File: config.mk
export PLATFORM = sky130hd
export DESIGN_NAME = mfr_read_engine
export DESIGN_NICKNAME = d
export VERILOG_FILES = /design/src/mfr_pkg.sv /design/src/mfr_stream_if.sv /design/src/mfr_pair_buf.sv /design/src/mfr_read_engine.sv
export VERILOG_INCLUDE_DIRS = /design/src
export SDC_FILE = /design/constraint.sdc
export NUM_CORES = 1
export LEC_CHECK = 0
export BUFFER_PORTS_ARGS = -buffer_cell sky130_fd_sc_hd__buf_2
export CAP_MARGIN = 25
export CORE_MARGIN = 2
export CORE_UTILIZATION = 50
export CTS_BUF_LIST = sky130_fd_sc_hd__clkbuf_8 sky130_fd_sc_hd__clkbuf_16
export DETAILED_ROUTE_END_ITERATION = 10
export HOLD_SLACK_MARGIN = 0.12
export PLACE_DENSITY = 0.68
export SKIP_LAST_GASP = 1
export SLEW_MARGIN = 15
export SYNTH_ARGS = -nofsm -noshare
export SYNTH_HDL_FRONTEND = slang
export SYNTH_SLANG_ARGS = --single-unit
File: constraint.sdc
create_clock -name clk -period 5.9 [get_ports clk]
set_clock_uncertainty 0.05 [all_clocks]
set_input_delay 1.475 -clock clk [delete_from_list [all_inputs] [get_ports clk]]
set_output_delay 1.475 -clock clk [all_outputs]
set_load 0.005 [all_outputs]
File: src/mfr_regs.svh
// opcodes, phase lengths and wrap codes of the multi-line read engine
`ifndef MFR_REGS_SVH
`define MFR_REGS_SVH
`define MFR_OP_DUAL_OUT 8'h3B
`define MFR_OP_QUAD_OUT 8'h6B
`define MFR_OP_QUAD_IO 8'hEB
`define MFR_OP_QUAD_IO_SD 8'hE7
`define MFR_OP_FAST 8'h0B
`define MFR_CMD_CLKS_SPI 5'h08
`define MFR_CMD_CLKS_QPI 5'h02
`define MFR_ADDR_CLKS_X1 5'h18
`define MFR_ADDR_CLKS_X2 5'h0C
`define MFR_ADDR_CLKS_X4 5'h06
`define MFR_IND_CLKS 5'h02
`define MFR_DUMMY_X1 5'h08
`define MFR_DUMMY_DIO 5'h04
`define MFR_DUMMY_QIO 5'h04
`define MFR_DUMMY_AFTER_IND 5'h02
`define MFR_WRAP_OFF_HI 4'h1
`define MFR_WRAP_MAX_CODE 8'h03
`define MFR_WRAP_MASK_8 6'h07
`define MFR_WRAP_MASK_16 6'h0F
`define MFR_WRAP_MASK_32 6'h1F
`define MFR_WRAP_MASK_64 6'h3F
`define MFR_SYNC_RST 6'h20
`endif

File: src/mfr_pkg.sv
// types of the multi-line read engine
`default_nettype none
package mfr_pkg;
    typedef enum logic [7:0] {
        ST_IDLE = 8'h01,
        ST_CMD = 8'h02,
        ST_ADDR = 8'h04,
        ST_MODE = 8'h08,
        ST_DUMMY = 8'h10,
        ST_DATA = 8'h20,
        ST_WRAP = 8'h40,
        ST_SKIP = 8'h80
    } mfr_state_e;
    typedef logic [2:0] mfr_lanes_t;
    typedef struct packed {
        logic ok;
        mfr_lanes_t addr_w;
        mfr_lanes_t data_w;
        logic ind;
        logic [4:0] dummy;
        logic wrap;
    } mfr_prof_s;
endpackage : mfr_pkg
`default_nettype wire

File: src/mfr_stream_if.sv
// byte stream between the read engine and its two-entry buffer
`timescale 1ns/10ps
`default_nettype none
interface mfr_stream_if #(parameter int W = 8) ();
    logic in_valid;
    logic in_ready;
    logic [W-1:0] in_data;
    logic out_valid;
    logic out_ready;
    logic [W-1:0] out_data;
    logic flush;
    modport core (output in_valid, output in_data, output out_ready,
        output flush, input in_ready, input out_valid, input out_data);
    modport fifo (input in_valid, input in_data, input out_ready,
        input flush, output in_ready, output out_valid, output out_data);
endinterface : mfr_stream_if
`default_nettype wire

File: src/mfr_pair_buf.sv
// small fifo holding prefetched array bytes
`timescale 1ns/10ps
`default_nettype none
module mfr_pair_buf #(
    parameter int W = 8,
    parameter int DEPTH = 2
) (
    input wire logic clk,
    input wire logic arst_n,
    mfr_stream_if.fifo s
);
    localparam int PW = (DEPTH > 2) ? $clog2(DEPTH) : 1;
    localparam logic [PW:0] FULL = (PW+1)'(DEPTH);
    localparam logic [PW-1:0] LAST = PW'(DEPTH - 1);

    if (DEPTH < 2) begin : g_bad_depth
        $error("buffer depth below two");
    end

    logic [W-1:0] mem_r [DEPTH];
    logic [W-1:0] mem_nxt [DEPTH];
    logic [PW-1:0] wr_r, wr_nxt, rd_r, rd_nxt;
    logic [PW:0] cnt_r, cnt_nxt;
    logic push, pop;

    assign s.in_ready = (cnt_r != FULL);
    assign s.out_valid = (cnt_r != '0);
    assign s.out_data = mem_r[rd_r];
    assign push = s.in_valid && s.in_ready;
    assign pop = s.out_valid && s.out_ready;

    always_comb begin
        mem_nxt = mem_r;
        wr_nxt = wr_r;
        rd_nxt = rd_r;
        cnt_nxt = cnt_r;
        if (s.flush) begin
            wr_nxt = '0;
            rd_nxt = '0;
            cnt_nxt = '0;
        end else begin
            if (push) begin
                mem_nxt[wr_r] = s.in_data;
                wr_nxt = (wr_r == LAST) ? '0 : wr_r + 1'b1;
            end
            if (pop) begin
                rd_nxt = (rd_r == LAST) ? '0 : rd_r + 1'b1;
            end
            if (push && !pop) begin
                cnt_nxt = cnt_r + 1'b1;
            end else if (pop && !push) begin
                cnt_nxt = cnt_r - 1'b1;
            end
        end
    end

    always_ff @(posedge clk or negedge arst_n) begin
        if (!arst_n) begin
            wr_r <= '0;
            rd_r <= '0;
            cnt_r <= '0;
            for (int i = 0; i < DEPTH; i++) begin
                mem_r[i] <= '0;
            end
        end else begin
            wr_r <= wr_nxt;
            rd_r <= rd_nxt;
            cnt_r <= cnt_nxt;
            mem_r <= mem_nxt;
        end
    end
endmodule : mfr_pair_buf
`default_nettype wire

File: src/mfr_read_engine.sv
// multi-line read engine of a serial nor flash, device side
// Notes on behaviour
// - 3Bh: opcode, address on one line, eight dummies, data on two lines.
// - dual-io: address two bits per clock, four dummies, two-bit data.
// - 6Bh: opcode, address on one line, eight dummies, four-bit data.
// - EBh: address four bits per clock, two indicator plus four dummies.
// - inputs sampled on sclk rise, outputs change on sclk fall.
// - any start address, +1 per byte, wraps to zero at top.
// - chip select high ends the read and releases the lines.
// - reads refused while an internal write cycle runs; an enhance-mode access starts at address and is not refused.
// - EBh also accepted in four-line command mode.
// - toggling indicator nibbles keep enhance mode; next access skips opcode.
// - non-toggling indicator leaves enhance mode at once; next access needs opcode.
// - enhance only for EBh/E7h single-line and EBh/0Bh four-line.
// - in enhance, first clocks after select falls are address.
// - all-ones indicator also ends enhance mode.
// - E7h uses four clocks after address in total.
// - wrapping off after reset, on once a length is set.
// - codes 00h-03h give 8/16/32/64 bytes; 1xh turns wrap off.
// - wrapped reads stay in the aligned block holding the start.
// - wrap applies to 0Bh/EBh four-line, EBh/E7h single-line.
// - length opcode: 8 clocks or 2 clocks; upper lines ignored single-line.
`include "mfr_regs.svh"
`timescale 1ns/10ps
`default_nettype none
module mfr_read_engine #(
    parameter int ADDR_W = 24,
    parameter logic [7:0] OP_DUAL_IO = 8'hBB,
    parameter logic [7:0] OP_BURST = 8'hC0
) (
    input wire logic clk,
    input wire logic arst_n,
    input wire logic cs_n,
    input wire logic sclk,
    input wire logic [3:0] io_in,
    output logic [3:0] io_out,
    output logic [3:0] io_oe,
    input wire logic four_line_mode,
    input wire logic write_busy,
    output logic arr_rd_en,
    output logic [ADDR_W-1:0] arr_rd_addr,
    input wire logic [7:0] arr_rd_data,
    output logic enhance_active,
    output logic wrap_enable
);
    if (ADDR_W < 8 || ADDR_W > 24) begin : g_bad_addr
        $error("address width must be 8 to 24");
    end

    function automatic mfr_pkg::mfr_prof_s prof_of(input logic [7:0] op,
        input logic four_line_command_mode);
        mfr_pkg::mfr_prof_s p;
        p = '0;
        p.addr_w = 3'h4;
        p.data_w = 3'h4;
        if (!four_line_command_mode && op == `MFR_OP_DUAL_OUT) begin
            p.ok = 1'b1;
            p.addr_w = 3'h1;
            p.data_w = 3'h2;
            p.dummy = `MFR_DUMMY_X1;
        end else if (!four_line_command_mode && op == OP_DUAL_IO) begin
            p.ok = 1'b1;
            p.addr_w = 3'h2;
            p.data_w = 3'h2;
            p.dummy = `MFR_DUMMY_DIO;
        end else if (!four_line_command_mode && op == `MFR_OP_QUAD_OUT) begin
            p.ok = 1'b1;
            p.addr_w = 3'h1;
            p.dummy = `MFR_DUMMY_X1;
        end else if (op == `MFR_OP_QUAD_IO) begin
            p.ok = 1'b1;
            p.ind = 1'b1;
            p.dummy = `MFR_DUMMY_QIO;
            p.wrap = 1'b1;
        end else if (!four_line_command_mode && op == `MFR_OP_QUAD_IO_SD) begin
            p.ok = 1'b1;
            p.ind = 1'b1;
            p.dummy = `MFR_DUMMY_AFTER_IND;
            p.wrap = 1'b1;
        end else if (four_line_command_mode && op == `MFR_OP_FAST) begin
            p.ok = 1'b1;
            p.ind = 1'b1;
            p.dummy = `MFR_DUMMY_AFTER_IND;
            p.wrap = 1'b1;
        end
        return p;
    endfunction : prof_of

    function automatic logic [23:0] shin(input logic [23:0] s,
        input logic [3:0] d, input mfr_pkg::mfr_lanes_t w);
        unique case (w)
            3'h4: shin = {s[19:0], d};
            3'h2: shin = {s[21:0], d[1:0]};
            default: shin = {s[22:0], d[0]};
        endcase
    endfunction : shin

    function automatic logic [4:0] addr_clks(input mfr_pkg::mfr_lanes_t w);
        unique case (w)
            3'h4: addr_clks = `MFR_ADDR_CLKS_X4;
            3'h2: addr_clks = `MFR_ADDR_CLKS_X2;
            default: addr_clks = `MFR_ADDR_CLKS_X1;
        endcase
    endfunction : addr_clks

    function automatic logic [ADDR_W-1:0] next_addr(
        input logic [ADDR_W-1:0] a, input logic wr, input logic [5:0] m);
        logic [ADDR_W-1:0] msk;
        logic [ADDR_W-1:0] inc;
        msk = wr ? {{(ADDR_W-6){1'b0}}, m} : '1;
        inc = a + 1'b1;
        next_addr = (a & ~msk) | (inc & msk);
    endfunction : next_addr

    // pin synchronisers: cs_n, sclk, io[3:0]
    logic [5:0] pins, s1_r, s2_r, s3_r, flt_r, flt_nxt, prev_r;
    assign pins = {cs_n, sclk, io_in};
    for (genvar i = 0; i < 6; i++) begin : g_filt
        assign flt_nxt[i] = (s2_r[i] == s3_r[i]) ? s3_r[i] : flt_r[i];
    end

    always_ff @(posedge clk or negedge arst_n) begin
        if (!arst_n) begin
            s1_r <= `MFR_SYNC_RST;
            s2_r <= `MFR_SYNC_RST;
            s3_r <= `MFR_SYNC_RST;
            flt_r <= `MFR_SYNC_RST;
            prev_r <= `MFR_SYNC_RST;
        end else begin
            s1_r <= pins;
            s2_r <= s1_r;
            s3_r <= s2_r;
            flt_r <= flt_nxt;
            prev_r <= flt_r;
        end
    end

    logic sclk_rise, sclk_fall, cs_fall, cs_rise;
    logic [3:0] bits;
    assign sclk_rise = flt_r[4] && !prev_r[4];
    assign sclk_fall = !flt_r[4] && prev_r[4];
    assign cs_fall = prev_r[5] && !flt_r[5];
    assign cs_rise = !prev_r[5] && flt_r[5];
    assign bits = flt_r[3:0];

    mfr_stream_if #(.W(8)) bf ();
    mfr_pair_buf #(.W(8), .DEPTH(2)) u_buf (
        .clk(clk),
        .arst_n(arst_n),
        .s(bf.fifo)
    );

    mfr_pkg::mfr_state_e st_r, st_nxt;
    mfr_pkg::mfr_prof_s prof_r, prof_nxt, prof_dec;
    logic [4:0] cnt_r, cnt_nxt, need;
    logic [23:0] sh_r, sh_nxt, sh_n;
    logic [ADDR_W-1:0] fa_r, fa_nxt;
    logic [7:0] osh_r, osh_nxt;
    logic [1:0] ocnt_r, ocnt_nxt;
    logic [3:0] io_out_r, io_out_nxt, oe_r, oe_nxt;
    logic enh_r, enh_nxt, wen_r, wen_nxt, fon_r, fon_nxt, pend_r, pend_nxt;
    logic [5:0] wmask_r, wmask_nxt;
    logic cmd_end, op_read, toggle, issue, wrap_act, last_clk;
    mfr_pkg::mfr_lanes_t cmd_w;

    assign cmd_w = four_line_mode ? 3'h4 : 3'h1;
    assign wrap_act = wen_r && prof_r.wrap;
    assign issue = fon_r && bf.in_ready && !pend_r && !cs_rise
        && !flt_r[5];
    assign bf.in_valid = pend_r && !cs_rise;
    assign bf.in_data = arr_rd_data;
    assign bf.flush = cs_rise;
    assign bf.out_ready = sclk_fall && st_r == mfr_pkg::ST_DATA
        && ocnt_r == 2'h0;
    assign prof_dec = prof_of(sh_n[7:0], four_line_mode);
    assign op_read = prof_dec.ok;
    assign toggle = (sh_n[7:4] == ~sh_n[3:0]);

    always_comb begin
        st_nxt = st_r;
        prof_nxt = prof_r;
        cnt_nxt = cnt_r;
        sh_nxt = sh_r;
        fa_nxt = fa_r;
        osh_nxt = osh_r;
        ocnt_nxt = ocnt_r;
        io_out_nxt = io_out_r;
        oe_nxt = oe_r;
        enh_nxt = enh_r;
        wen_nxt = wen_r;
        wmask_nxt = wmask_r;
        fon_nxt = fon_r;
        pend_nxt = issue;
        need = 5'h01;
        sh_n = sh_r;
        cmd_end = 1'b0;
        unique case (st_r)
            mfr_pkg::ST_CMD, mfr_pkg::ST_WRAP: begin
                need = four_line_mode ? `MFR_CMD_CLKS_QPI : `MFR_CMD_CLKS_SPI;
                sh_n = shin(sh_r, bits, cmd_w);
            end
            mfr_pkg::ST_ADDR: begin
                need = addr_clks(prof_r.addr_w);
                sh_n = shin(sh_r, bits, prof_r.addr_w);
            end
            mfr_pkg::ST_MODE: begin
                need = `MFR_IND_CLKS;
                sh_n = shin(sh_r, bits, 3'h4);
            end
            mfr_pkg::ST_DUMMY: need = prof_r.dummy;
            mfr_pkg::ST_IDLE, mfr_pkg::ST_DATA, mfr_pkg::ST_SKIP: ;
        endcase
        last_clk = sclk_rise && (cnt_r + 5'h01 == need);
        if (issue) begin
            fa_nxt = next_addr(fa_r, wrap_act, wmask_r);
        end
        if (sclk_rise && st_r != mfr_pkg::ST_IDLE) begin
            sh_nxt = sh_n;
            cnt_nxt = cnt_r + 5'h01;
        end
        unique case (st_r)
            mfr_pkg::ST_IDLE: begin
                if (cs_fall) begin
                    st_nxt = enh_r ? mfr_pkg::ST_ADDR : mfr_pkg::ST_CMD;
                    cnt_nxt = '0;
                    sh_nxt = '0;
                end
            end
            mfr_pkg::ST_CMD: begin
                if (last_clk) begin
                    cmd_end = 1'b1;
                    cnt_nxt = '0;
                    if (sh_n[7:0] == OP_BURST) begin
                        st_nxt = mfr_pkg::ST_WRAP;
                    end else if (op_read && !write_busy) begin
                        st_nxt = mfr_pkg::ST_ADDR;
                        prof_nxt = prof_dec;
                    end else begin
                        st_nxt = mfr_pkg::ST_SKIP;
                    end
                end
            end
            mfr_pkg::ST_ADDR: begin
                if (last_clk) begin
                    cnt_nxt = '0;
                    fa_nxt = sh_n[ADDR_W-1:0];
                    fon_nxt = 1'b1;
                    st_nxt = prof_r.ind ? mfr_pkg::ST_MODE : mfr_pkg::ST_DUMMY;
                end
            end
            mfr_pkg::ST_MODE: begin
                if (last_clk) begin
                    cnt_nxt = '0;
                    enh_nxt = toggle;
                    st_nxt = mfr_pkg::ST_DUMMY;
                end
            end
            mfr_pkg::ST_DUMMY: begin
                if (last_clk) begin
                    ocnt_nxt = 2'h0;
                    st_nxt = mfr_pkg::ST_DATA;
                end
            end
            mfr_pkg::ST_DATA: begin
                if (sclk_fall) begin
                    oe_nxt = (prof_r.data_w == 3'h4) ? 4'hF : 4'h3;
                    if (ocnt_r == 2'h0) begin
                        ocnt_nxt = (prof_r.data_w == 3'h4) ? 2'h1 : 2'h3;
                        if (bf.out_valid) begin
                            osh_nxt = bf.out_data;
                        end else begin
                            osh_nxt = '0;
                        end
                    end else begin
                        ocnt_nxt = ocnt_r - 2'h1;
                    end
                    if (prof_r.data_w == 3'h4) begin
                        io_out_nxt = osh_nxt[7:4];
                        osh_nxt = {osh_nxt[3:0], 4'h0};
                    end else begin
                        io_out_nxt = {2'h0, osh_nxt[7:6]};
                        osh_nxt = {osh_nxt[5:0], 2'h0};
                    end
                end
            end
            mfr_pkg::ST_WRAP: begin
                if (last_clk) begin
                    st_nxt = mfr_pkg::ST_SKIP;
                    if (sh_n[7:4] == `MFR_WRAP_OFF_HI) begin
                        wen_nxt = 1'b0;
                    end else if (sh_n[7:0] <= `MFR_WRAP_MAX_CODE) begin
                        wen_nxt = 1'b1;
                        unique case (sh_n[1:0])
                            2'h0: wmask_nxt = `MFR_WRAP_MASK_8;
                            2'h1: wmask_nxt = `MFR_WRAP_MASK_16;
                            2'h2: wmask_nxt = `MFR_WRAP_MASK_32;
                            2'h3: wmask_nxt = `MFR_WRAP_MASK_64;
                        endcase
                    end
                end
            end
            mfr_pkg::ST_SKIP: ;
        endcase
        if (cs_rise) begin
            st_nxt = mfr_pkg::ST_IDLE;
            oe_nxt = 4'h0;
            fon_nxt = 1'b0;
            cnt_nxt = '0;
        end
    end

    always_ff @(posedge clk or negedge arst_n) begin
        if (!arst_n) begin
            st_r <= mfr_pkg::ST_IDLE;
            prof_r <= '0;
            cnt_r <= '0;
            sh_r <= '0;
            fa_r <= '0;
            osh_r <= '0;
            ocnt_r <= '0;
            io_out_r <= '0;
            oe_r <= '0;
            enh_r <= 1'b0;
            wen_r <= 1'b0;
            wmask_r <= `MFR_WRAP_MASK_8;
            fon_r <= 1'b0;
            pend_r <= 1'b0;
        end else begin
            st_r <= st_nxt;
            prof_r <= prof_nxt;
            cnt_r <= cnt_nxt;
            sh_r <= sh_nxt;
            fa_r <= fa_nxt;
            osh_r <= osh_nxt;
            ocnt_r <= ocnt_nxt;
            io_out_r <= io_out_nxt;
            oe_r <= oe_nxt;
            enh_r <= enh_nxt;
            wen_r <= wen_nxt;
            wmask_r <= wmask_nxt;
            fon_r <= fon_nxt;
            pend_r <= pend_nxt;
        end
    end

    assign io_out = io_out_r;
    assign io_oe = oe_r;
    assign arr_rd_en = issue;
    assign arr_rd_addr = fa_r;
    assign enhance_active = enh_r;
    assign wrap_enable = wen_r;

    property p_release;
        @(posedge clk) disable iff (!arst_n) cs_rise |=> io_oe == 4'h0;
    endproperty
    a_release: assert property (p_release)
        else $error("output enable still set after select rise");
    property p_busy;
        @(posedge clk) disable iff (!arst_n)
            cmd_end && op_read && write_busy && sh_n[7:0] != OP_BURST
            && !cs_rise |=> st_r == mfr_pkg::ST_SKIP;
    endproperty
    a_busy: assert property (p_busy)
        else $error("read accepted during write cycle");
    property p_out_fall;
        @(posedge clk) disable iff (!arst_n)
            $changed(io_out_r) |-> $past(sclk_fall);
    endproperty
    a_out_fall: assert property (p_out_fall)
        else $error("output changed away from sclk fall");
    property p_enh_keep;
        @(posedge clk) disable iff (!arst_n)
            st_r == mfr_pkg::ST_MODE && last_clk && toggle |=> enh_r;
    endproperty
    a_enh_keep: assert property (p_enh_keep)
        else $error("toggling indicator did not keep enhance");
    property p_enh_exit;
        @(posedge clk) disable iff (!arst_n)
            st_r == mfr_pkg::ST_MODE && last_clk && !toggle |=> !enh_r;
    endproperty
    a_enh_exit: assert property (p_enh_exit)
        else $error("non-toggling indicator kept enhance");
    property p_enh_addr;
        @(posedge clk) disable iff (!arst_n)
            st_r == mfr_pkg::ST_IDLE && cs_fall && enh_r
            |=> st_r == mfr_pkg::ST_ADDR ##1 enh_r;
    endproperty
    a_enh_addr: assert property (p_enh_addr)
        else $error("enhance access did not start at address");
    property p_wrap_set;
        @(posedge clk) disable iff (!arst_n)
            st_r == mfr_pkg::ST_WRAP && last_clk && sh_n[7:0] == 8'h02
            && !cs_rise |=> wen_r && wmask_r == `MFR_WRAP_MASK_32;
    endproperty
    a_wrap_set: assert property (p_wrap_set)
        else $error("wrap code 02h not applied");
    property p_inc;
        @(posedge clk) disable iff (!arst_n)
            issue && !wrap_act |=> fa_r == $past(fa_r) + 1'b1;
    endproperty
    a_inc: assert property (p_inc)
        else $error("address did not advance by one");
    property p_block;
        @(posedge clk) disable iff (!arst_n)
            issue && wrap_act |=> (fa_r[5:0] & ~$past(wmask_r))
            == ($past(fa_r[5:0]) & ~$past(wmask_r));
    endproperty
    a_block: assert property (p_block)
        else $error("wrapped address left its block");
    property p_stall;
        @(posedge clk) disable iff (!arst_n) !bf.in_ready |-> !arr_rd_en;
    endproperty
    a_stall: assert property (p_stall)
        else $error("fetch issued into full buffer");
endmodule : mfr_read_engine
`default_nettype wire

==> results of run 1 <==
layer usage:
metal  share of wire  wire length [um]
met4           0.022               422
met1            0.44              8410
met2            0.48              9030
met5               0                 0
met3           0.058              1090
state kept, by name, summed over array words and instances, names as in the netlist, 5 cells and up:
name / cells
s1_r: 6
s2_r: 6
arr_rd_addr: 24
cnt_r: 5
prof_r: 8
osh_r: 6
sh_r: 24
flt_r: 6
u_buf.mem_r: 16
st_r: 8
s3_r: 6
layout make-up:
type	instances	area, um^2	share of cell area
Timing Repair Buffer	59	327	0.0388
Sequential cell	136	3410	0.405
Multi-Input combinational cell	568	3730	0.444
Clock buffer	19	453	0.0538
Clock inverter	12	200	0.0238
Tap cell	184	230	0.0274
Inverter	16	60.1	0.00714
logic make-up (layout without fill, tap and decap cells):
| logic type | after synthesis | in the layout |
|---|---|---|
| mux | 45 | 45 |
| compound gates | 188 | 188 |
| fa+ha+maj | 10 | 10 |
| flops | 136 | 136 |
| buf+inv | 64 | 106 |
| simple gates | 280 | 280 |
| xor+xnor | 45 | 45 |
cell usage in the layout, fill, tap and decap left out, drive strengths merged, types with 16 or more instances in the layout:
| cell | count |
|---|---|
| nand3 | 20 |
| nor2 | 58 |
| a221oi | 17 |
| xor2 | 20 |
| nand2 | 109 |
| mux2 | 30 |
| inv | 17 |
| dfrtp | 130 |
| o21ai | 50 |
| clkbuf | 19 |
| buf | 59 |
| xnor2 | 25 |
| a21oi | 50 |
| o211ai | 16 |
metrics by stage:
stage | total power (uW) | util | instances | worst slack (ps)
after detailed placement | 2520 | 0.535 | 962 | 1260
after floorplan | 2170 | - | 768 | 1550
final | 3720 | 0.581 | 994 | 1270
after CTS | 3710 | 0.580 | 993 | 1360
after global placement | 2490 | 0.535 | 962 | 1380
after global routing | 3930 | 0.581 | 994 | 912
final timing paths:
path | depth (start not counted) | endpoint | startpoint
setup / recovery | 9 | prof_r[11]$_DFFE_PN0P_ | st_r[1]$_DFFE_PN0P_
hold reg to reg | 0 | s2_r[1]$_DFF_PN0_ | s1_r[1]$_DFF_PN0_
min in group asynchronous | 1 | arr_rd_addr[12]$_DFF_PN0_ | arst_n
hold / removal | 0 | s2_r[1]$_DFF_PN0_ | s1_r[1]$_DFF_PN0_
max in group asynchronous | 2 | flt_r[5]$_DFFE_PN1N_ | arst_n
setup reg to reg | 9 | prof_r[11]$_DFFE_PN0P_ | st_r[1]$_DFFE_PN0P_
worst reg2reg max path, cell delays in order, from the launching register on:
cell and delay (ps):
sky130_fd_sc_hd__dfrtp_1 580, sky130_fd_sc_hd__nor4b_1 560, sky130_fd_sc_hd__a211o_1 380, sky130_fd_sc_hd__nand2_1 530, sky130_fd_sc_hd__a221oi_1 1010, sky130_fd_sc_hd__nor4b_1 400, sky130_fd_sc_hd__o21ai_0 200, sky130_fd_sc_hd__a31oi_4 250
sky130_fd_sc_hd__nand3_4 200, sky130_fd_sc_hd__mux2_4 360
power groups by stage:
stage / clock network [uW] / registers [uW] / logic (uW)
2_1_floorplan: 0 / 1190 / 982
3_3_place_gp: 0 / 1250 / 1240
3_5_place_dp: 0 / 1260 / 1260
4_1_cts: 1190 / 1250 / 1270
5_1_grt: 1240 / 1280 / 1420
6_report: 1170 / 1260 / 1290
==> metrics.txt, run 1 <==
# TYPE chip_impl_metric gauge
chip_impl_info{name="status",value="finished, final reports clean"} 1
chip_impl_metric{name="io_buffers",unit=""} 52
chip_impl_metric{name="critPathMaxFanout",unit=""} 20
chip_impl_metric{name="post_synth_inst_count",unit=""} 768
chip_impl_metric{name="gr-usage-met1",unit=""} 0.338
chip_impl_metric{name="net-switching-power",unit="uW"} 1420
chip_impl_info{name="synthDominantAreaCellType",value="sky130_fd_sc_hd__dfrtp_1"} 1
chip_impl_metric{name="ios",unit=""} 53
chip_impl_info{name="busiest_layer",value="met2"} 1
chip_impl_metric{name="cts_hold_buffers",unit=""} 0
chip_impl_metric{name="gp_congestion",unit=""} 0.931
chip_impl_metric{name="route.detailed.vias_per_inst",unit=""} 6.10
chip_impl_metric{name="p_per_area",unit="mW/mm^2"} 443
chip_impl_metric{name="synth.area.mux_share",unit=""} 0.0697
chip_impl_metric{name="post-route-drc-count",unit=""} 0
chip_impl_metric{name="placed_cell_area",unit="mm^2"} 0.00774
chip_impl_info{name="synth_ff_type",value="sky130_fd_sc_hd__dfrtp_1"} 1
chip_impl_metric{name="fillcell_total",unit=""} 1224
chip_impl_metric{name="syn_area",unit="mm^2"} 0.00738
chip_impl_metric{name="hold_violations",unit=""} 0
chip_impl_info{name="grt_setup_unrepaired",value="false"} 1
chip_impl_info{name="synthTopCellsByArea",value="sky130_fd_sc_hd__dfrtp_1 44%, sky130_fd_sc_hd__nand2_1 5.5%, sky130_fd_sc_hd__mux2_2 3.5%, sky130_fd_sc_hd__a21oi_1 3.4%, sky130_fd_sc_hd__o21ai_0 3.1%"} 1
chip_impl_metric{name="synth_cell_type_count",unit=""} 71
chip_impl_metric{name="floorplan.die.width",unit="um"} 125
chip_impl_info{name="cts_tree",value="built"} 1
chip_impl_metric{name="detail-route-antenna-nets",unit=""} 0
chip_impl_metric{name="worst_pin_slew",unit="ps"} 1040
chip_impl_metric{name="fin_setup_tns",unit="ps"} 0
chip_impl_metric{name="crit_buf_inv",unit=""} 0
chip_impl_info{name="worstSetupPathType",value="register to register"} 1
chip_impl_info{name="worst_path_max_delay_cell",value="sky130_fd_sc_hd__a221oi_1"} 1
chip_impl_metric{name="cts.repair_timing.setup_buffer_count",unit=""} 0
chip_impl_metric{name="grtUsageMet3",unit=""} 0.0543
chip_impl_metric{name="drt_pass1_iterations",unit=""} 6
chip_impl_metric{name="die_area",unit="mm^2"} 0.0157
chip_impl_metric{name="synth_enable_flop_cells",unit=""} 0
chip_impl_info{name="clock-root-buffer",value="sky130_fd_sc_hd__clkbuf_16"} 1
chip_impl_metric{name="cts-root-to-sink-buffers",unit=""} 2
chip_impl_metric{name="synthesis.nets",unit=""} 790
chip_impl_info{name="cpLargestDelayFamily",value="compound AO/OA/AOI/OAI gates"} 1
chip_impl_metric{name="power.share.clock",unit=""} 0.315
chip_impl_metric{name="core_area",unit="mm^2"} 0.0145
chip_impl_metric{name="insertedDiodeCount",unit=""} 0
chip_impl_metric{name="finalNetCount",unit=""} 820
chip_impl_metric{name="drive_above_1_share",unit=""} 0.186
chip_impl_metric{name="maxSlewViolCount",unit=""} 0
chip_impl_metric{name="placementRows",unit=""} 44
chip_impl_info{name="startpoint_type",value="register"} 1
chip_impl_metric{name="cts_clk_pin_slew_worst_paths",unit="ps"} 60
chip_impl_metric{name="grt_pass1_wl",unit="um"} 31700
chip_impl_metric{name="period_minus_slack",unit="ps"} 4630
chip_impl_metric{name="maxCapViolations",unit=""} 0
chip_impl_metric{name="r2r_slack",unit="ps"} 1270
chip_impl_metric{name="synth_fa_ha_area_frac",unit=""} 0.0149
chip_impl_metric{name="violation_count_after_the_first_detailed_routing_iteration",unit=""} 727
chip_impl_metric{name="clk-insertion-delay-late",unit="ps"} 420
chip_impl_metric{name="initial_standard_cell_utilization_of_the_core",unit=""} 0.510
chip_impl_metric{name="cpPeakStageDelay",unit="ps"} 1010
chip_impl_metric{name="fp.dieH",unit="um"} 125
chip_impl_metric{name="postSynth.asyncResetShare",unit=""} 1.00
chip_impl_info{name="synth.top_cells.by_count",value="130 x sky130_fd_sc_hd__dfrtp_1, 109 x sky130_fd_sc_hd__nand2_1, 58 x sky130_fd_sc_hd__nor2_1, 50 x sky130_fd_sc_hd__a21oi_1, 46 x sky130_fd_sc_hd__o21ai_0"} 1
chip_impl_metric{name="grt_pass1_vias",unit=""} 6056
chip_impl_metric{name="gr-total-overflow",unit=""} 0
chip_impl_metric{name="vias",unit=""} 6065
chip_impl_metric{name="totalWireLength",unit="um"} 19000
chip_impl_metric{name="yosys_register_bits",unit=""} 136
chip_impl_metric{name="internal-power",unit="uW"} 2300
chip_impl_metric{name="largest_net_degree_at_the_start_of_global_routing",unit=""} 97
chip_impl_info{name="crit_chain",value="nor4b_1, a211o_1, nand2_1, a221oi_1, nor4b_1, o21ai_0, a31oi_4, nand3_4, mux2_4"} 1
chip_impl_info{name="cp_common_cell",value="sky130_fd_sc_hd__nor4b_1"} 1
chip_impl_metric{name="ys.warnings.count",unit=""} 0
chip_impl_metric{name="finish.instance_area",unit="mm^2"} 0.00842
chip_impl_metric{name="max-slew-margin-rel",unit=""} 0.302
chip_impl_info{name="synth.most_common_cell",value="sky130_fd_sc_hd__dfrtp_1"} 1
chip_impl_metric{name="cts_sinks",unit=""} 136
chip_impl_metric{name="arrival",unit="ps"} 4890
chip_impl_metric{name="antenna_found_initial",unit=""} 0
chip_impl_metric{name="pwr-share-comb",unit=""} 0.347
chip_impl_metric{name="estimated_wirelength_of_the_detail_placed_design",unit="um"} 13200
chip_impl_metric{name="ctsHtreeMaxLevel",unit=""} 4
chip_impl_metric{name="vdd_drop_max",unit="mV"} 0.264
chip_impl_metric{name="share_of_the_synthesized_area_in_the_top_cell_type",unit=""} 0.441
chip_impl_metric{name="fin_worst_hold_slack",unit="ps"} 295
chip_impl_metric{name="total_leakage_power",unit="uW"} 0.00347
chip_impl_metric{name="synthXorXnorAreaFrac",unit=""} 0.0534
chip_impl_metric{name="cts_inserted_buffers",unit=""} 17
chip_impl_metric{name="synth_area_per_cell",unit="um^2"} 9.61
chip_impl_metric{name="number_of_gates_resized_after_cts",unit=""} 0
chip_impl_metric{name="synth_compound_gate_area_share",unit=""} 0.173
chip_impl_metric{name="finalSetupViolations",unit=""} 0
chip_impl_metric{name="post-route-period-util",unit=""} 0.785
chip_impl_info{name="combinational_family_with_the_most_area_after_synthesis",value="simple AND/OR/NAND/NOR gates"} 1
chip_impl_metric{name="peak_freq",unit="GHz"} 0.216
chip_impl_metric{name="pwr-share-seq",unit=""} 0.337
chip_impl_info{name="timing.critical_path.to_type",value="register"} 1
chip_impl_metric{name="switching_share",unit=""} 0.381
chip_impl_metric{name="synthSimpleGateAreaFrac",unit=""} 0.190
chip_impl_metric{name="groute.layer.met2.usage",unit=""} 0.400
chip_impl_metric{name="grt_util_all_layers",unit=""} 0.252
chip_impl_info{name="timing.hold.worst.class",value="register to register"} 1
chip_impl_metric{name="area_delta_synth_final",unit="%"} 14.0
chip_impl_metric{name="seq_area_frac_synth",unit=""} 0.462
chip_impl_metric{name="wire_per_inst",unit="um"} 19.1
chip_impl_metric{name="required",unit="ps"} 6160
No activity file was read; power rests on OpenSTA's default activity.
==> run 2: changes to the inputs <==
==> constraint.sdc (replaced) <==
create_clock -name clk -period 4.8 [get_ports clk]
set_clock_uncertainty 0.05 [all_clocks]
set_input_delay 1.2 -clock clk [delete_from_list [all_inputs] [get_ports clk]]
set_output_delay 1.2 -clock clk [all_outputs]
set_load 0.005 [all_outputs]
==> run 2 against run 1 <==
  * Maximum frequency grew 15%
  * Largest cell class unchanged
  * Die area unchanged
  * Cell count increased by 0.60%
  * Sequential power rose by 22%
  * Highest routed layer unchanged
  * Combinational power up 24%
  * Global-route usage shrank 0.21 points
==> metrics.txt, run 2 (synthesized netlist as in run 1, its figures left out) <==
# TYPE chip_impl_metric gauge
chip_impl_info{name="status",value="finished, final reports clean"} 1
chip_impl_metric{name="maxSlewViolCount",unit=""} 0
chip_impl_metric{name="detail-route-antenna-nets",unit=""} 0
chip_impl_metric{name="period_minus_slack",unit="ps"} 4010
chip_impl_metric{name="io_buffers",unit=""} 52
chip_impl_metric{name="vdd_drop_max",unit="mV"} 0.276
chip_impl_metric{name="grt_pass1_vias",unit=""} 5968
chip_impl_metric{name="finish.instance_area",unit="mm^2"} 0.00838
chip_impl_metric{name="critPathMaxFanout",unit=""} 20
chip_impl_info{name="timing.critical_path.to",value="prof_r[9]$_DFFE_PN0P_"} 1
chip_impl_metric{name="cts.repair_timing.setup_buffer_count",unit=""} 0
chip_impl_metric{name="ios",unit=""} 53
chip_impl_metric{name="total_leakage_power",unit="uW"} 0.00345
chip_impl_metric{name="vias",unit=""} 6194
chip_impl_metric{name="clk-insertion-delay-late",unit="ps"} 430
chip_impl_metric{name="placementRows",unit=""} 44
chip_impl_metric{name="r2r.worst_path.cells",unit=""} 11
chip_impl_metric{name="grt_util_all_layers",unit=""} 0.250
chip_impl_metric{name="r2r_slack",unit="ps"} 790
chip_impl_info{name="worst_path_max_delay_cell",value="sky130_fd_sc_hd__dfrtp_1"} 1
chip_impl_metric{name="core_area",unit="mm^2"} 0.0145
chip_impl_metric{name="largest_net_degree_at_the_start_of_global_routing",unit=""} 73
chip_impl_metric{name="fp.dieH",unit="um"} 125
chip_impl_info{name="setup.worst_path.start",value="st_r[1]$_DFFE_PN0P_"} 1
chip_impl_info{name="clock-root-buffer",value="sky130_fd_sc_hd__clkbuf_16"} 1
chip_impl_info{name="layout_commonest_cell",value="sky130_fd_sc_hd__dfrtp_1"} 1
chip_impl_metric{name="final-instance-count-excl-fill",unit=""} 1000
chip_impl_metric{name="die_area",unit="mm^2"} 0.0157
chip_impl_metric{name="area_delta_synth_final",unit="%"} 13.5
chip_impl_info{name="worstSetupPathType",value="register to register"} 1
chip_impl_metric{name="required",unit="ps"} 5060
chip_impl_metric{name="fin_setup_tns",unit="ps"} 0
chip_impl_metric{name="estimated_wirelength_of_the_detail_placed_design",unit="um"} 13500
chip_impl_metric{name="route.detailed.vias_per_inst",unit=""} 6.19
chip_impl_info{name="startpoint_type",value="register"} 1
chip_impl_metric{name="post-route-period-util",unit=""} 0.836
chip_impl_metric{name="floorplan.die.width",unit="um"} 125
chip_impl_metric{name="totalWireLength",unit="um"} 19300
chip_impl_info{name="grt_setup_unrepaired",value="false"} 1
chip_impl_metric{name="hold_violations",unit=""} 0
chip_impl_metric{name="placed_cell_area",unit="mm^2"} 0.00780
chip_impl_metric{name="p_per_area",unit="mW/mm^2"} 527
chip_impl_metric{name="drive_above_1_share",unit=""} 0.191
chip_impl_metric{name="cts_inserted_buffers",unit=""} 17
chip_impl_info{name="crit_chain",value="nor4b_1, a211o_1, nand2_1, buf_4, a221oi_1, buf_4, nor4b_1, o21ai_0, a31oi_4, nand3_4, mux2_4"} 1
chip_impl_metric{name="cpPeakStageDelay",unit="ps"} 700
chip_impl_metric{name="cts_hold_buffers",unit=""} 0
chip_impl_metric{name="cts-root-to-sink-buffers",unit=""} 2
chip_impl_info{name="cts_tree",value="built"} 1
chip_impl_metric{name="post-route-drc-count",unit=""} 0
chip_impl_metric{name="drt_pass1_iterations",unit=""} 5
chip_impl_info{name="timing.critical_path.to_type",value="register"} 1
chip_impl_metric{name="cts_clk_pin_slew_worst_paths",unit="ps"} 60
chip_impl_metric{name="cts_sinks",unit=""} 136
chip_impl_info{name="timing.hold.worst.class",value="register to register"} 1
chip_impl_metric{name="placed_cells",unit=""} 968
chip_impl_metric{name="number_of_gates_resized_after_cts",unit=""} 0
chip_impl_metric{name="violation_count_after_the_first_detailed_routing_iteration",unit=""} 478
chip_impl_metric{name="initial_standard_cell_utilization_of_the_core",unit=""} 0.510
chip_impl_metric{name="antenna_found_initial",unit=""} 0
chip_impl_metric{name="ctsHtreeMaxLevel",unit=""} 4
chip_impl_metric{name="insertedDiodeCount",unit=""} 0
chip_impl_info{name="timing.rr.start",value="st_r[1]$_DFFE_PN0P_"} 1
chip_impl_metric{name="grt_pass1_wl",unit="um"} 31300
chip_impl_metric{name="peak_freq",unit="GHz"} 0.249
chip_impl_metric{name="gp_congestion",unit=""} 0.949
chip_impl_info{name="worst_r2r_endpoint",value="prof_r[9]$_DFFE_PN0P_"} 1
chip_impl_metric{name="wire_per_inst",unit="um"} 19.3
chip_impl_metric{name="worst_pin_slew",unit="ps"} 1100
chip_impl_metric{name="finalNetCount",unit=""} 825
chip_impl_metric{name="arrival",unit="ps"} 4270
chip_impl_metric{name="max-slew-margin-rel",unit=""} 0.267
chip_impl_info{name="layout_common_cells",value="130 x sky130_fd_sc_hd__dfrtp_1, 109 x sky130_fd_sc_hd__nand2_1, 56 x sky130_fd_sc_hd__nor2_1"} 1
chip_impl_metric{name="gr-total-overflow",unit=""} 0
chip_impl_metric{name="finalSetupViolations",unit=""} 0
chip_impl_metric{name="fillcell_total",unit=""} 1243
chip_impl_metric{name="maxCapViolations",unit=""} 0
-- run 2: worst max-delay path, delay by kind of cell (launching register included) --
kind	cells	cell delay, ps
mux	1	350
compound gates	4	1220
buf+inv	2	450
simple gates	4	1100
flops	1	700
-- run 2: how the worst min path moves through the flow --
| stage | end | slack [ps] | cells after the start | start |
|---|---|---|---|---|
| 5_1_grt | s2_r[3]$_DFF_PN0_ | 300 | 0 | s1_r[3]$_DFF_PN0_ |
| 2_1_floorplan | s2_r[0]$_DFF_PN0_ | 280 | 0 | s1_r[0]$_DFF_PN0_ |
| 6_report | s2_r[3]$_DFF_PN0_ | 300 | 0 | s1_r[3]$_DFF_PN0_ |
| 3_3_place_gp | s2_r[1]$_DFF_PN0_ | 280 | 0 | s1_r[1]$_DFF_PN0_ |
| 3_5_place_dp | s2_r[4]$_DFF_PN0_ | 290 | 0 | s1_r[4]$_DFF_PN0_ |
| 4_1_cts | s2_r[3]$_DFF_PN0_ | 300 | 0 | s1_r[3]$_DFF_PN0_ |
-- run 2: power by group --
group          internal (uW)  switching [uW]  total [uW]
sequential              1310             238        1540
combinational            597            1000        1600
clock                    744             526        1270
total                   2650            1770        4410
-- run 2: final cells by class --
cell class	count	area, um^2	area share
sequential	136	3410	0.407
clock buffer	19	453	0.0540
tap	184	230	0.0275
inverter	16	60.1	0.00717
timing repair buffer	64	374	0.0446
clock inverter	13	123	0.0146
multi-input combinational	568	3730	0.445
-- run 2: through the flow --
step,utilization,setup WS [ps],hold WS (ps),power [uW]
after floorplan,-,727,281,2670
after global placement,0.538,599,282,3070
after detailed placement,0.539,471,286,3120
after CTS,0.579,865,299,4400
after global routing,0.579,500,305,4650
final,0.579,787,297,4410
-- run 2: per-layer routing --
metal,vias to the layer above,part of all wire,track usage
met5,-,0,0
li1,2838,-,-
met1,3064,0.44,0.341
met2,251,0.48,0.393
met3,41,0.057,0.0424
met4,0,0.024,0.114
